<file path="src/hw/pf_pkg.sv">
// Shared constants of the frame filter and demodulator monitor bank.
// Assumes byte-wide register access at the printed byte addresses.
package pf_pkg;
  localparam logic [7:0] ADR_F1_HI   = 8'h70;
  localparam logic [7:0] ADR_F1_LO   = 8'h71;
  localparam logic [7:0] ADR_F2_HI   = 8'h72;
  localparam logic [7:0] ADR_F2_LO   = 8'h73;
  localparam logic [7:0] ADR_F3_V0   = 8'h74;
  localparam logic [7:0] ADR_F3_V1   = 8'h75;
  localparam logic [7:0] ADR_F3_V2   = 8'h76;
  localparam logic [7:0] ADR_F3_M0   = 8'h77;
  localparam logic [7:0] ADR_F3_M1   = 8'h78;
  localparam logic [7:0] ADR_F3_M2   = 8'h79;
  localparam logic [7:0] ADR_LOCK    = 8'h80;
  localparam logic [7:0] ADR_CBE0    = 8'h81;
  localparam logic [7:0] ADR_CBE1    = 8'h82;
  localparam logic [7:0] ADR_CBE2    = 8'h83;
  localparam logic [7:0] ADR_SYNCER  = 8'h84;
  localparam logic [7:0] ADR_UNCORR  = 8'h85;
  localparam logic [7:0] ADR_TIM0    = 8'h86;
  localparam logic [7:0] ADR_TIM1    = 8'h87;
  localparam logic [7:0] ADR_TIM2    = 8'h88;
  localparam logic [7:0] ADR_DDS0    = 8'h89;
  localparam logic [7:0] ADR_DDS1    = 8'h8A;
  localparam logic [7:0] ADR_CAR0    = 8'h8B;
  localparam logic [7:0] ADR_CAR1    = 8'h8C;
  localparam logic [7:0] ADR_PHN0    = 8'h8D;
  localparam logic [7:0] ADR_PHN1    = 8'h8E;
  localparam logic [7:0] ADR_NOI0    = 8'h8F;
  localparam logic [7:0] ADR_NOI1    = 8'h90;
  localparam logic [7:0] ADR_GAIN1   = 8'h91;
  localparam logic [7:0] ADR_GAIN2_0 = 8'h92;
  localparam logic [7:0] ADR_GAIN2_1 = 8'h93;
  localparam int         FILT_EN_BIT = 5;
  localparam int         ID_W        = 13;
  localparam logic [13:0] FILT_RST   = 14'h0000;
  localparam logic [23:0] F3_RST     = 24'h000000;
  localparam logic [7:0] UNCORR_MAX_ERR = 8'h08;
  localparam logic [7:0] SAT_BYTE    = 8'hFF;
  localparam logic [7:0] PWM_TOP     = 8'hFE;
  localparam logic [1:0] HDR_FIRST   = 2'h1;
  localparam logic [1:0] HDR_LAST    = 2'h3;
  localparam int         WINDOW_BITS = 100000000;
  localparam int         BITS_PER_BYTE = 8;
  localparam int         SYNC_CHECKS = 4096;
endpackage

</file>
<file path="src/hw/pf_filter_monitor.sv">
// Frame identifier filters with two flag outputs, and a read-only monitor bank.
// Assumes the stream, the demodulator status and the register port share this clock.
//
// How it works
// - First filter enabled and matching sets flag A.
// - First filter outranks second and masked third.
// - Second filter match without first sets flag B.
// - Third filter compares masked header bytes two-four.
// - All-zero mask disables the third filter.
// - Third skipped after earlier match; match sets both.
// - Reset clears all filter values, enables, mask.
// - Lock byte reports eight lock signals in order.
// - Corrected errors per window, uncorrectable frames excluded.
// - False sync words counted; rate is value/4096.
// - Uncorrectable frame count saturates at 255.
// - Timing offset shows raw integrator contents.
// - Downconversion offset in crystal over 2^20 units.
// - Carrier high-byte read latches coherent low byte.
// - Carrier offset signed, symbol rate over 2^17.
// - Noise high-byte read holds matching low byte.
// - Analog gain byte mirrors bounded PWM value.
// - Digital gain is mantissa and signed exponent.
// - Phase noise readable as two bytes.
`timescale 1ns/1ps
module pf_filter_monitor
  import pf_pkg::*;
#(
  parameter int WINDOW_BYTES = WINDOW_BITS / BITS_PER_BYTE,
  parameter int SYNC_WINDOW  = SYNC_CHECKS
)
(
  input  wire logic        clock,
  input  wire logic        sys_rst,
  input  wire logic [7:0]  reg_addr,
  input  wire logic        reg_wr,
  input  wire logic        reg_rd,
  input  wire logic [7:0]  reg_wdata,
  output logic      [7:0]  reg_rdata_ff,
  input  wire logic        ts_valid,
  input  wire logic        ts_sop,
  input  wire logic [7:0]  ts_byte,
  output logic             match_flag_a_ff,
  output logic             match_flag_b_ff,
  output logic             flags_new_ff,
  input  wire logic [7:0]  lock_in,
  input  wire logic        fec_byte_tick,
  input  wire logic        rs_frame_done,
  input  wire logic [7:0]  rs_err_count,
  input  wire logic        sync_check,
  input  wire logic        sync_false,
  input  wire logic [23:0] timing_integ,
  input  wire logic [15:0] dds_offset,
  input  wire logic [15:0] carrier_offset,
  input  wire logic [15:0] phase_noise_est,
  input  wire logic [15:0] add_noise_est,
  input  wire logic [7:0]  gain1_request,
  input  wire logic [7:0]  analog_gain_floor,
  input  wire logic [7:0]  analog_gain_ceiling,
  input  wire logic [10:0] gain2_mantissa,
  input  wire logic [4:0]  gain2_exponent,
  output logic             gain_pwm_ff
);
  localparam int BCW = $clog2(WINDOW_BYTES);
  localparam int SCW = $clog2(SYNC_WINDOW);

  logic [13:0]     first_filter_value_ff;
  logic [13:0]     second_filter_value_ff;
  logic [23:0]     third_filter_value_ff;
  logic [23:0]     third_filter_mask_ff;
  logic [1:0]      hdr_idx_ff;
  logic [15:0]     hdr_ff;
  logic [23:0]     hdr_word;
  logic            hdr_eval;
  logic [ID_W-1:0] frame_id;
  logic            hit1;
  logic            hit2;
  logic            hit3;
  logic [BCW-1:0]  byte_cnt_ff;
  logic            window_end;
  logic [23:0]     corr_acc_ff;
  logic [7:0]      unc_acc_ff;
  logic [23:0]     nxt_corr;
  logic [7:0]      nxt_unc;
  logic [24:0]     corr_sum;
  logic [23:0]     corrected_bit_errors_ff;
  logic [7:0]      uncorrectable_frames_ff;
  logic [SCW-1:0]  sync_cnt_ff;
  logic [7:0]      false_acc_ff;
  logic [7:0]      nxt_false;
  logic [7:0]      sync_word_error_rate_ff;
  logic [7:0]      analog_gain_level_ff;
  logic [7:0]      pwm_cnt_ff;
  logic [23:0]     cbe_snap;
  logic [23:0]     tim_snap;
  logic [15:0]     dds_snap;
  logic [15:0]     car_snap;
  logic [15:0]     phn_snap;
  logic [15:0]     noi_snap;
  logic [15:0]     gain2_snap;
  logic [15:0]     gain2_live;
  logic [7:0]      nxt_rdata;

  // Register writes; reset wins over a write in the same cycle.
  always_ff @(posedge clock) begin
    if (sys_rst) begin
      first_filter_value_ff  <= FILT_RST;
      second_filter_value_ff <= FILT_RST;
      third_filter_value_ff  <= F3_RST;
      third_filter_mask_ff   <= F3_RST;
    end else if (reg_wr) begin
      unique case (reg_addr)
        ADR_F1_HI: first_filter_value_ff[13:8]   <= reg_wdata[5:0];
        ADR_F1_LO: first_filter_value_ff[7:0]    <= reg_wdata;
        ADR_F2_HI: second_filter_value_ff[13:8]  <= reg_wdata[5:0];
        ADR_F2_LO: second_filter_value_ff[7:0]   <= reg_wdata;
        ADR_F3_V0: third_filter_value_ff[23:16]  <= reg_wdata;
        ADR_F3_V1: third_filter_value_ff[15:8]   <= reg_wdata;
        ADR_F3_V2: third_filter_value_ff[7:0]    <= reg_wdata;
        ADR_F3_M0: third_filter_mask_ff[23:16]   <= reg_wdata;
        ADR_F3_M1: third_filter_mask_ff[15:8]    <= reg_wdata;
        ADR_F3_M2: third_filter_mask_ff[7:0]     <= reg_wdata;
        default:   ;
      endcase
    end
  end

  // Header capture: byte one is the sync byte, bytes two to four are kept.
  always_ff @(posedge clock) begin
    if (sys_rst) begin
      hdr_idx_ff <= 2'h0;
      hdr_ff     <= 16'h0000;
    end else if (ts_valid && ts_sop) begin
      hdr_idx_ff <= HDR_FIRST;
    end else if (ts_valid && (hdr_idx_ff != 2'h0)) begin
      hdr_ff     <= {hdr_ff[7:0], ts_byte};
      hdr_idx_ff <= (hdr_idx_ff == HDR_LAST) ? 2'h0 : hdr_idx_ff + 2'h1;
    end
  end

  assign hdr_eval = ts_valid && !ts_sop && (hdr_idx_ff == HDR_LAST);
  assign hdr_word = {hdr_ff, ts_byte};
  assign frame_id = {hdr_word[20:16], hdr_word[15:8]};

  pf_exact_match u_first (
    .enable   (first_filter_value_ff[FILT_EN_BIT+8]),
    .ref_id   (first_filter_value_ff[ID_W-1:0]),
    .frame_id (frame_id),
    .hit      (hit1)
  );

  pf_exact_match u_second (
    .enable   (second_filter_value_ff[FILT_EN_BIT+8]),
    .ref_id   (second_filter_value_ff[ID_W-1:0]),
    .frame_id (frame_id),
    .hit      (hit2)
  );

  // Masked compare; a zero mask would otherwise match every frame.
  assign hit3 = (third_filter_mask_ff != F3_RST) &&
                (((hdr_word ^ third_filter_value_ff) & third_filter_mask_ff) == F3_RST);

  // Flags change only on a completed header and hold between headers.
  always_ff @(posedge clock) begin
    if (sys_rst) begin
      match_flag_a_ff <= 1'b0;
      match_flag_b_ff <= 1'b0;
      flags_new_ff    <= 1'b0;
    end else begin
      flags_new_ff <= hdr_eval;
      if (hdr_eval) begin
        if (hit1) begin
          match_flag_a_ff <= 1'b1;
          match_flag_b_ff <= 1'b0;
        end else if (hit2) begin
          match_flag_a_ff <= 1'b0;
          match_flag_b_ff <= 1'b1;
        end else if (hit3) begin
          match_flag_a_ff <= 1'b1;
          match_flag_b_ff <= 1'b1;
        end else begin
          match_flag_a_ff <= 1'b0;
          match_flag_b_ff <= 1'b0;
        end
      end
    end
  end

  // Bit window, counted in decoded bytes.
  assign window_end = fec_byte_tick && (byte_cnt_ff == BCW'(WINDOW_BYTES - 1));

  always_ff @(posedge clock) begin
    if (sys_rst) begin
      byte_cnt_ff <= '0;
    end else if (window_end) begin
      byte_cnt_ff <= '0;
    end else if (fec_byte_tick) begin
      byte_cnt_ff <= byte_cnt_ff + BCW'(1);
    end
  end

  // Accumulators include the current event, so an event at the window edge is kept.
  always_comb begin
    corr_sum = {1'b0, corr_acc_ff} + {17'h00000, rs_err_count};
    nxt_corr = corr_acc_ff;
    nxt_unc  = unc_acc_ff;
    if (rs_frame_done) begin
      if (rs_err_count > UNCORR_MAX_ERR) begin
        nxt_unc = (unc_acc_ff == SAT_BYTE) ? SAT_BYTE : unc_acc_ff + 8'h01;
      end else begin
        nxt_corr = corr_sum[24] ? 24'hFFFFFF : corr_sum[23:0];
      end
    end
  end

  always_ff @(posedge clock) begin
    if (sys_rst) begin
      corr_acc_ff             <= 24'h000000;
      unc_acc_ff              <= 8'h00;
      corrected_bit_errors_ff <= 24'h000000;
      uncorrectable_frames_ff <= 8'h00;
    end else if (window_end) begin
      corr_acc_ff             <= 24'h000000;
      unc_acc_ff              <= 8'h00;
      corrected_bit_errors_ff <= nxt_corr;
      uncorrectable_frames_ff <= nxt_unc;
    end else begin
      corr_acc_ff <= nxt_corr;
      unc_acc_ff  <= nxt_unc;
    end
  end

  // False sync words per fixed number of sync checks; software divides by that number.
  assign nxt_false = (sync_check && sync_false && (false_acc_ff != SAT_BYTE)) ?
                     false_acc_ff + 8'h01 : false_acc_ff;

  always_ff @(posedge clock) begin
    if (sys_rst) begin
      sync_cnt_ff             <= '0;
      false_acc_ff            <= 8'h00;
      sync_word_error_rate_ff <= 8'h00;
    end else if (sync_check) begin
      sync_cnt_ff <= sync_cnt_ff + SCW'(1);
      if (sync_cnt_ff == SCW'(SYNC_WINDOW - 1)) begin
        sync_word_error_rate_ff <= nxt_false;
        false_acc_ff            <= 8'h00;
      end else begin
        false_acc_ff <= nxt_false;
      end
    end
  end

  // Analog gain clamped into its configured range, then driven out as PWM.
  always_ff @(posedge clock) begin
    if (sys_rst) begin
      analog_gain_level_ff <= 8'h00;
    end else if (gain1_request < analog_gain_floor) begin
      analog_gain_level_ff <= analog_gain_floor;
    end else if (gain1_request > analog_gain_ceiling) begin
      analog_gain_level_ff <= analog_gain_ceiling;
    end else begin
      analog_gain_level_ff <= gain1_request;
    end
  end

  // A period of 255 steps makes 255 a steady high level.
  always_ff @(posedge clock) begin
    if (sys_rst) begin
      pwm_cnt_ff  <= 8'h00;
      gain_pwm_ff <= 1'b0;
    end else begin
      pwm_cnt_ff  <= (pwm_cnt_ff == PWM_TOP) ? 8'h00 : pwm_cnt_ff + 8'h01;
      gain_pwm_ff <= pwm_cnt_ff < analog_gain_level_ff;
    end
  end

  assign gain2_live = {gain2_mantissa, gain2_exponent};

  pf_snap #(.W(24)) u_cbe (
    .clock (clock), .sys_rst (sys_rst), .capture (reg_rd && (reg_addr == ADR_CBE0)),
    .live (corrected_bit_errors_ff), .held_ff (cbe_snap)
  );
  pf_snap #(.W(24)) u_tim (
    .clock (clock), .sys_rst (sys_rst), .capture (reg_rd && (reg_addr == ADR_TIM0)),
    .live (timing_integ), .held_ff (tim_snap)
  );
  pf_snap #(.W(16)) u_dds (
    .clock (clock), .sys_rst (sys_rst), .capture (reg_rd && (reg_addr == ADR_DDS0)),
    .live (dds_offset), .held_ff (dds_snap)
  );
  pf_snap #(.W(16)) u_car (
    .clock (clock), .sys_rst (sys_rst), .capture (reg_rd && (reg_addr == ADR_CAR0)),
    .live (carrier_offset), .held_ff (car_snap)
  );
  pf_snap #(.W(16)) u_phn (
    .clock (clock), .sys_rst (sys_rst), .capture (reg_rd && (reg_addr == ADR_PHN0)),
    .live (phase_noise_est), .held_ff (phn_snap)
  );
  pf_snap #(.W(16)) u_noi (
    .clock (clock), .sys_rst (sys_rst), .capture (reg_rd && (reg_addr == ADR_NOI0)),
    .live (add_noise_est), .held_ff (noi_snap)
  );
  pf_snap #(.W(16)) u_gain2 (
    .clock (clock), .sys_rst (sys_rst), .capture (reg_rd && (reg_addr == ADR_GAIN2_0)),
    .live (gain2_live), .held_ff (gain2_snap)
  );

  // First bytes come from the live value, later bytes from the frozen copy.
  // Noise and phase values are passed through unqualified by lock state.
  always_comb begin
    nxt_rdata = 8'h00;
    unique case (reg_addr)
      ADR_F1_HI:   nxt_rdata = {2'b00, first_filter_value_ff[13:8]};
      ADR_F1_LO:   nxt_rdata = first_filter_value_ff[7:0];
      ADR_F2_HI:   nxt_rdata = {2'b00, second_filter_value_ff[13:8]};
      ADR_F2_LO:   nxt_rdata = second_filter_value_ff[7:0];
      ADR_F3_V0:   nxt_rdata = third_filter_value_ff[23:16];
      ADR_F3_V1:   nxt_rdata = third_filter_value_ff[15:8];
      ADR_F3_V2:   nxt_rdata = third_filter_value_ff[7:0];
      ADR_F3_M0:   nxt_rdata = third_filter_mask_ff[23:16];
      ADR_F3_M1:   nxt_rdata = third_filter_mask_ff[15:8];
      ADR_F3_M2:   nxt_rdata = third_filter_mask_ff[7:0];
      ADR_LOCK:    nxt_rdata = lock_in;
      ADR_CBE0:    nxt_rdata = corrected_bit_errors_ff[23:16];
      ADR_CBE1:    nxt_rdata = cbe_snap[15:8];
      ADR_CBE2:    nxt_rdata = cbe_snap[7:0];
      ADR_SYNCER:  nxt_rdata = sync_word_error_rate_ff;
      ADR_UNCORR:  nxt_rdata = uncorrectable_frames_ff;
      ADR_TIM0:    nxt_rdata = timing_integ[23:16];
      ADR_TIM1:    nxt_rdata = tim_snap[15:8];
      ADR_TIM2:    nxt_rdata = tim_snap[7:0];
      ADR_DDS0:    nxt_rdata = dds_offset[15:8];
      ADR_DDS1:    nxt_rdata = dds_snap[7:0];
      ADR_CAR0:    nxt_rdata = carrier_offset[15:8];
      ADR_CAR1:    nxt_rdata = car_snap[7:0];
      ADR_PHN0:    nxt_rdata = phase_noise_est[15:8];
      ADR_PHN1:    nxt_rdata = phn_snap[7:0];
      ADR_NOI0:    nxt_rdata = add_noise_est[15:8];
      ADR_NOI1:    nxt_rdata = noi_snap[7:0];
      ADR_GAIN1:   nxt_rdata = analog_gain_level_ff;
      ADR_GAIN2_0: nxt_rdata = gain2_live[15:8];
      ADR_GAIN2_1: nxt_rdata = gain2_snap[7:0];
      default:     nxt_rdata = 8'h00;
    endcase
  end

  always_ff @(posedge clock) begin
    if (sys_rst) begin
      reg_rdata_ff <= 8'h00;
    end else if (reg_rd) begin
      reg_rdata_ff <= nxt_rdata;
    end
  end
endmodule

</file>
<file path="src/hw/pf_exact_match.sv">
// Enabled exact comparison of a 13-bit frame identifier.
// Assumes the identifier and reference are stable in the evaluating cycle.
`timescale 1ns/1ps
module pf_exact_match
  import pf_pkg::*;
(
  input  wire logic            enable,
  input  wire logic [ID_W-1:0] ref_id,
  input  wire logic [ID_W-1:0] frame_id,
  output logic                 hit
);
  assign hit = enable && (ref_id == frame_id);
endmodule

</file>
<file path="src/hw/pf_snap.sv">
// Holds a multi-byte value frozen at the read of its first byte.
// Assumes the live value comes from logic on the same clock.
`timescale 1ns/1ps
module pf_snap
  import pf_pkg::*;
#(
  parameter int W = 16
)
(
  input  wire logic         clock,
  input  wire logic         sys_rst,
  input  wire logic         capture,
  input  wire logic [W-1:0] live,
  output logic      [W-1:0] held_ff
);
  always_ff @(posedge clock) begin
    if (sys_rst) begin
      held_ff <= '0;
    end else if (capture) begin
      held_ff <= live;
    end
  end
endmodule

</file>
<file path="config.mk">
export PLATFORM = sky130hd
export DESIGN_NAME = pf_filter_monitor
export DESIGN_NICKNAME = d
export VERILOG_FILES = /design/src/hw/pf_pkg.sv /design/src/hw/pf_filter_monitor.sv /design/src/hw/pf_exact_match.sv /design/src/hw/pf_snap.sv
export SDC_FILE = /design/constraint.sdc
export NUM_CORES = 1
export LEC_CHECK = 0
export ABC_CLOCK_PERIOD_IN_PS = 3600
export BUFFER_PORTS_ARGS = -buffer_cell sky130_fd_sc_hd__buf_2
export CORE_MARGIN = 2
export CORE_UTILIZATION = 35
export DETAILED_ROUTE_END_ITERATION = 10
export GPL_TIMING_DRIVEN = 0
export PLACE_DENSITY = 0.54
export SLEW_MARGIN = 20
export SYNTH_ARGS = -nofsm -noshare
export SYNTH_HDL_FRONTEND = slang
export SYNTH_SLANG_ARGS = --single-unit
</file>
<file path="constraint.sdc">
create_clock -name clock -period 3.6 [get_ports clock]
set_clock_uncertainty 0.15 [all_clocks]
set_input_delay 0.72 -clock clock [delete_from_list [all_inputs] [get_ports clock]]
set_output_delay 0.72 -clock clock [all_outputs]
set_load 0.02 [all_outputs]
</file>
Yosys cells after proc, flatten, opt, wreduce, memory -nomap -nowiden:

Index checks and enable logic that the tools add are counted.

* bits in registers: 310
* input bits: 178
* output and inout bits: 12
* word-level logic and storage cells: 143

* add/subtract/negate cells: 7
* order comparisons: 4
* eq/ne operators: 38
* mux-type cells: 19
* bitwise gates (word level): 3
* reductions and logical operators: 37

Operators by type and width (number)
* $pmux 8 s30: 1
* $eq 8x8->1 const B: 22
* $eq 8x7->1 const B: 10
* $mux 24: 3
* $mux 8: 7
* $eq 13x13->1: 2
* $add 24x8->25: 1
* $add 24x1->24 const B: 1
* $add 8x1->8 const B: 3
* $and 24x24->24: 1
* $eq 24x24->1 const B: 1
* $logic_not 24->1: 1
* $reduce_and 2->1: 12
* $reduce_bool 24->1: 1
* $xor 24x24->24: 1
* $logic_and 1x1->1: 17
* $lt 8x8->1: 2
* $add 12x1->12 const B: 1
* $eq 12x12->1 const B: 1
* $gt 8x4->1 const B: 1
* $gt 8x8->1: 1
* $ne 8x8->1 const B: 1
* $mux 1: 7
* $reduce_or 2->1: 3
* 6 further kinds: 7

Depth between registers and ports, before layout:

Gate-level depths: netlist (run 1).

* word-level depth: 7
* gate-level depth with buffers: 9
* mapped depth without buffers: 8

By module:

From an unflattened synthesis (run 1), not the netlist that was laid out.

* cell total of the unflattened synthesis: 1967
* area, all modules: 17974.7 um2

Modules (own cells, without submodules)
* pf_filter_monitor: instances 1, cells each 1517, area an instance 13035.0 um2, sequential area each 4764.6 um2
* pf_snap (u_car ...): instances 5, cells each 52, area an instance 580.6 um2, sequential area each 320.3 um2
* pf_snap (u_cbe ...): instances 2, cells each 77, area an instance 869.6 um2, sequential area each 480.5 um2
* pf_exact_match: instances 2, cells each 18, area an instance 148.9 um2, sequential area each 0.0 um2

Least setup slack after synthesis (run 1):

Ideal clock, no wire load.

* path type: input -> register
* start point: in rs_err_count[7]
* end point: reg corrected_bit_errors_ff[15]
* setup time: 0.123 ns
* arrival time: 2.469 ns
* data required time: 3.327 ns
* path slack: 0.858 ns
* cell stages on the path: 7
* buffers on the path: 0
* path through: ha_1 nand3_1 nor4_1 o21a_1 and3_1 and4_1 o31ai_1

* longest elaborated chain between the ends: 4
* elaborated cells on any way between the ends: 5
* those cells by class: add/sub (1); order compare (1); mux (3)

Ends and longest elaborated chain
* from (decl): line pf_filter_monitor.sv:48 `input wire logic [7:0] rs_err_count,`
* $add 24x8->25: line pf_filter_monitor.sv:203 `corr_sum = {1'b0, corr_acc_ff} + {17'h00000, rs_err_count};`
* $mux 24: line pf_filter_monitor.sv:210 `nxt_corr = corr_sum[24] ? 24'hFFFFFF : corr_sum[23:0];`
* $mux 24 (*): line pf_filter_monitor.sv:207 `if (rs_err_count > UNCORR_MAX_ERR) begin`
* $mux 24 (*): line pf_filter_monitor.sv:206 `if (rs_frame_done) begin`
* to (signal assigned): line pf_filter_monitor.sv:224 `corrected_bit_errors_ff <= nxt_corr;`
* to (decl): line pf_filter_monitor.sv:85 `logic [23:0] corrected_bit_errors_ff;`

Every way passes the cells marked *; elsewhere a longest branch is shown, timed or not.
A chain may end at the register's enable or synchronous reset.

Worst setup path in the final report (run 1):

* start point: in reg_addr[1]
* end point: reg reg_rdata_ff[4]

* longest elaborated chain between the ends: 2
* elaborated cells on any way between the ends: 31
* those cells by class: eq/ne (30); mux (1)

Ends and longest elaborated chain
* from (decl): line pf_filter_monitor.sv:34 `input wire logic [7:0] reg_addr,`
* $eq 8x8->1 or $eq 8x7->1 (tied branches): line pf_filter_monitor.sv:311 `unique case (reg_addr)`
* $pmux 8 s30 (*): line pf_filter_monitor.sv:311
* to (signal assigned): line pf_filter_monitor.sv:350 `reg_rdata_ff <= nxt_rdata;`
* to (decl): line pf_filter_monitor.sv:38 `output logic [7:0] reg_rdata_ff,`

Marked as above.

==> results.sh, run 1 <==
export IMPL_antenna_found_initial=5
export IMPL_cts_root_buf="clkbuf_16"
export IMPL_synthFlopType="dfxtp_1"
export IMPL_finalSetupViolCount=0
export IMPL_wire_per_inst_um=22.38
export IMPL_die_w_um=215.9
export IMPL_drive_gt1_share_pct=14.37
export IMPL_crit_path_start_kind="input pin"
export IMPL_crit_arrival_ns=3.61
export IMPL_fin_hold_ws_ns=0.2692
export IMPL_hold_violations=0
export IMPL_pin_count=190
export IMPL_p_leak_nw=7.471
export IMPL_grt_pass1_vias=14320
export IMPL_syn_inst=1841
export IMPL_clk_latency_ns=0.54
export IMPL_nNetsFinal=2276
export IMPL_antenna_left=0
export IMPL_syn_area_sq_um=15720
export IMPL_fp_coreArea_sq_um=44320
export IMPL_hold_class="in2reg"
export IMPL_cts_buffers_inserted=37
export IMPL_yosysWarnings=0
export IMPL_drc=0
export IMPL_cts_resized=0
export IMPL_r2r_cells=8
export IMPL_dr_total_vias=14860
export IMPL_synth_cell_type_count=77
export IMPL_grt_start_max_net_pins=13
export IMPL_path_cells="buf_2, buf_1, clkbuf_1, mux4_2, nand2_1, o21ai_0, nor4_1, a311oi_1"
export IMPL_grt_pass1_wl_mm=88.93
export IMPL_crit_family="buffers and inverters"
export IMPL_maxCapViolations=0
export IMPL_p_per_area_nw_per_um2=429.1
export IMPL_cts_tree="done"
export IMPL_slew_violations=0
export IMPL_drt_initial_drc_count=1583
export IMPL_cts_sinks=310
export IMPL_stdcell_count=2679
export IMPL_htreeDepth=2
export IMPL_ir_drop_uv=270.9
export IMPL_async_reset_ff_share_pct=0
export IMPL_hpwl_mm=46.75
export IMPL_place_congestion=0.9289
export IMPL_post_place_ws_ns=-0.1869
export IMPL_final_fill_count=4501
export IMPL_grt_usage_pct=25.16
export IMPL_rsz0062_at_grt="false"
export IMPL_crit_cells=8
export IMPL_cp_required_ns=3.84
export IMPL_endpoint_kind="flip-flop"
export IMPL_cts_buffer_depth=3
export IMPL_max_clock_freq_ghz=0.2963
export IMPL_drtPass1Iterations=9
export IMPL_seq_area_frac_synth_pct=39.48
export IMPL_finalCritPeriodShare_pct=93.76
export IMPL_viasPerCell=5.548
export IMPL_finalCriticalPeriod_ns=3.375
export IMPL_outcome="finished, final reports clean"
export IMPL_syn_avg_cell_area_sq_um=8.539
export IMPL_start_util_pct=35.47
export IMPL_path_buf_inv=3
export IMPL_final_cell_mix="310 x dfxtp_1, 264 x nor2_1, 206 x nand2_1"
export IMPL_final_common_cell="dfxtp_1"
export IMPL_crit_type="in2reg"
export IMPL_num_antenna_cells=0
export IMPL_row_count=77
export IMPL_fp_dieH_um=215.9
export IMPL_relSlewSlack_pct=23.94
export IMPL_dp_cells=2612
export IMPL_crit_path_max_fanout=10
export IMPL_crit_path_top_delay_cell="clkbuf_1"
export IMPL_synth_edf_count=0
export IMPL_fin_tns_setup_ns=0
export IMPL_dieArea_sq_um=46630
export IMPL_cts_setup_buffers=0
export IMPL_fin_ws_ns=0.2247
export IMPL_ys_ff_latch=310
export IMPL_holdPathStages=3
export IMPL_grt_overflow=0
export IMPL_io_buffers=179
export IMPL_area_delta_synth_final_pct=18.34
export IMPL_syn_num_nets=2058
export IMPL_slowest_delay_ns=0.79
export IMPL_cts_hold_buf=0
export IMPL_max_slew_worst_pin_slew_ns=1.132
export IMPL_cts_clk_slew_worst_paths_ns=0.05
export IMPL_wl_mm=59.96
-- path summary, 6_finish.rpt --
check                                  from                                 endpoint  slack [ns]
min                           dds_offset[5]            u_dds.held_ff[5]$_SDFFE_PP0P_        0.27
max                             reg_addr[1]             reg_rdata_ff[4]$_SDFFE_PP0P_        0.22
min reg2reg  u_cbe.held_ff[13]$_SDFFE_PP0P_           u_cbe.held_ff[13]$_SDFFE_PP0P_        0.30
max reg2reg       corr_acc_ff[0]$_SDFF_PP0_  corrected_bit_errors_ff[7]$_SDFFE_PP0P_        0.43
-- power by group --
part           switching [mW]  internal, mW
Combinational           0.437         0.225
Sequential             0.0328          3.46
Clock                    1.52          2.31
Total                    1.99          6.00
-- Yosys cell counts, drive strengths merged (15+ instances only) --
master,instances,area (sq um)
a22oi,28,210.2
nand4,37,231.5
mux2i,147,1471
nor3,37,207.7
and3,24,150.1
buf,27,133.9
o211ai,15,112.6
nand3,67,340.3
xor2,63,551.8
nand2,206,773.2
a21oi,103,515.5
ha,38,475.5
nor2,268,1021
xnor2,48,420.4
nor4,24,198.9
inv,35,131.4
dfxtp,310,6206
clkbuf,83,311.6
a211oi,33,247.7
o21ai,54,270.3
-- layout make-up --
type,instances,area [sq um],share of cell area (%)
Buffer,110,445.4,2.394
Sequential cell,310,6206,33.36
Clock inverter,15,165.2,0.8878
Timing Repair Buffer,179,895.9,4.816
Clock buffer,52,1075,5.778
Inverter,35,131.4,0.7062
Tap cell,592,740.7,3.982
Multi-Input combinational cell,1386,8944,48.08
-- per-stage QoR --
step | power, mW | area (sq um) | utilization, %
floorplan | 3.900 | 15720 | -
global placement | 4.214 | 17360 | 39.16
detailed placement | 4.220 | 17360 | 39.18
CTS | 8.028 | 18600 | 41.98
global route | 8.226 | 18600 | 41.98
finish | 7.982 | 18600 | 41.98
-- state kept, by name (all words and copies together) (netlist names), 12 cells and up --
signal and count:
first_filter_value_ff 14, second_filter_value_ff 14, third_filter_mask_ff 24, corr_acc_ff 24
third_filter_value_ff 24, byte_cnt_ff 24, u_tim.held_ff 16, u_cbe.held_ff 16
sync_cnt_ff 12, corrected_bit_errors_ff 24, hdr_ff 16
-- layer usage --
metal	up-vias	routed length (um)	GRT usage, %
met2	624	25740	38.75
met4	10	2083	8.836
met5	-	61	0
li1	6998	-	-
met1	7108	27230	34.76
met3	123	4843	5.342
-- logic make-up after synthesis --
group	Yosys count	share of synthesized area [%]
flip-flops	310	39.48
XOR/XNOR	111	6.184
AND/OR/NAND/NOR	726	21.43
multiplexers	170	11.80
buffers and inverters	145	3.669
AO/OA/AOI/OAI	340	14.29
adder cells (fa/ha/maj)	39	3.152
-- tightest hold or removal path, delay by kind of cell --
kind	cells	cell delay, ns
buffers and inverters	1	0.07
AND/OR/NAND/NOR	1	0.07
multiplexers	1	0.06
Power figures use the tool's default switching activity.
==> inputs of run 2 (changes only) <==
--- a/config.mk
+++ b/config.mk
@@ -11,8 +11,9 @@
 export CORE_UTILIZATION = 35
 export DETAILED_ROUTE_END_ITERATION = 10
 export GPL_TIMING_DRIVEN = 0
-export PLACE_DENSITY = 0.54
+export PLACE_DENSITY = 0.53
 export SLEW_MARGIN = 20
 export SYNTH_ARGS = -nofsm -noshare
 export SYNTH_HDL_FRONTEND = slang
+export SYNTH_HIERARCHICAL = 1
 export SYNTH_SLANG_ARGS = --single-unit
==> results.sh, run 2 <==
export IMPL_yosysWarnings=6
export IMPL_cts_clk_slew_worst_paths_ns=0.06
export IMPL_final_cell_mix="310 x dfxtp_1, 298 x nor2_1, 210 x buf_2"
export IMPL_nNetsFinal=2231
export IMPL_die_w_um=218.4
export IMPL_p_leak_nw=7.207
export IMPL_grt_pass1_wl_mm=90.92
export IMPL_crit_path_max_fanout=10
export IMPL_row_count=78
export IMPL_fp_coreArea_sq_um=45380
export IMPL_viasPerCell=5.605
export IMPL_finalSetupViolCount=0
export IMPL_drive_gt1_share_pct=16.84
export IMPL_outcome="finished, final reports clean"
export IMPL_cts_setup_buffers=0
export IMPL_cts_tree="done"
export IMPL_place_congestion=0.9734
export IMPL_final_common_cell="dfxtp_1"
export IMPL_start_util_pct=35.44
export IMPL_finalCriticalPeriod_ns=3.378
export IMPL_hpwl_mm=47.34
export IMPL_crit_path_start_kind="input pin"
export IMPL_dr_total_vias=14780
export IMPL_crit_arrival_ns=3.62
export IMPL_pin_count=190
export IMPL_num_antenna_cells=0
export IMPL_syn_num_nets=2016
export IMPL_hold_class="in2reg"
export IMPL_clk_latency_ns=0.56
export IMPL_ir_drop_uv=332.2
export IMPL_syn_avg_cell_area_sq_um=8.940
export IMPL_cts_buffer_depth=3
export IMPL_total_power_mw=7.778
export IMPL_htreeDepth=2
export IMPL_crit_type="in2reg"
export IMPL_finalCritPeriodShare_pct=93.83
export IMPL_drt_initial_drc_count=1223
export IMPL_max_clock_freq_ghz=0.2960
export IMPL_relSlewSlack_pct=23.50
export IMPL_wire_per_inst_um=23.30
export IMPL_drc=0
export IMPL_rsz0062_at_grt="false"
export IMPL_hold_violations=0
export IMPL_wl_mm=61.44
export IMPL_grt_start_max_net_pins=15
export IMPL_grt_pass1_vias=14610
export IMPL_cts_root_buf="clkbuf_16"
export IMPL_syn_inst=1799
export IMPL_fp_dieH_um=218.4
export IMPL_area_delta_synth_final_pct=17.45
export IMPL_slew_violations=0
export IMPL_maxCapViolations=0
export IMPL_grt_usage_pct=25.49
export IMPL_endpoint_kind="flip-flop"
export IMPL_antenna_found_initial=0
export IMPL_p_per_area_nw_per_um2=411.8
export IMPL_cts_sinks=310
export IMPL_max_slew_worst_pin_slew_ns=1.141
export IMPL_grt_overflow=0
export IMPL_io_buffers=177
export IMPL_cp_required_ns=3.84
export IMPL_cts_buffers_inserted=36
export IMPL_syn_area_sq_um=16080
export IMPL_dieArea_sq_um=47680
export IMPL_final_core_util_pct=41.62
export IMPL_antenna_left=0
export IMPL_drtPass1Iterations=6
[run 2: worst paths after layout]
check	start	to	slack, ns	cells after the start
setup reg to reg	corr_acc_ff[0]$_SDFF_PP0_	corrected_bit_errors_ff[5]$_SDFFE_PP0P_	0.31	9
setup / recovery	reg_addr[1]	reg_rdata_ff[0]$_SDFFE_PP0P_	0.22	8
hold reg to reg	corrected_bit_errors_ff[8]$_SDFFE_PP0P_	corrected_bit_errors_ff[8]$_SDFFE_PP0P_	0.30	2
hold / removal	timing_integ[6]	u_tim/held_ff[6]$_SDFFE_PP0P_	0.25	3
[run 2: worst max-delay path: stages]
cell and delay, ns:
buf_2 0.11, buf_2 0.40, buf_2 0.46, buf_2 0.49
clkbuf_1 0.59, o32ai_1 0.18, nor4_1 0.50, a211oi_1 0.15
[run 2: per-stage QoR]
step / setup WS, ns / area (sq um) / setup TNS, ns / std cells / hold slack [ns]
6_report: 0.2220 / 18890 / 0 / 2637 / 0.2493
5_1_grt: 0.1989 / 18890 / 0 / 2637 / 0.2578
4_1_cts: 0.1561 / 18880 / 0 / 2637 / 0.2360
3_5_place_dp: -0.5575 / 17720 / -5.830 / 2576 / 0.2981
3_3_place_gp: -0.5642 / 17720 / -5.144 / 2576 / 0.2962
2_1_floorplan: 0.4514 / 16080 / 0 / 1799 / 0.2740
[run 2: power breakdown]
group          total (mW)  internal, mW  switching [mW]
Clock                3.65          2.14            1.51
Combinational       0.637         0.227           0.410
Sequential           3.49          3.46          0.0315
[run 2: final cells by class]
class	count	area (sq um)
Buffer	118	724.4
Clock buffer	54	1080
Clock inverter	7	73.82
Fill cell	4608	26490
Inverter	34	127.6
Multi-Input combinational cell	1337	9041
Sequential cell	310	6206
Tap cell	600	750.7
Timing Repair Buffer	177	885.9
[run 2: timing repair]
item                                    4_1_cts  5_1_grt
hold buffers                                  0        0
gates resized for setup                       1        1
cloned                                        0        0
endpoints found under the hold margin         0        0
endpoints found under the setup margin        1        2
[run 2: per-layer routing]
metal	share of wire [%]	global-route usage (%)
met5	0	0
met4	3.1	8.503
met3	7.1	5.094
met2	47	41.86
met1	43	33.31
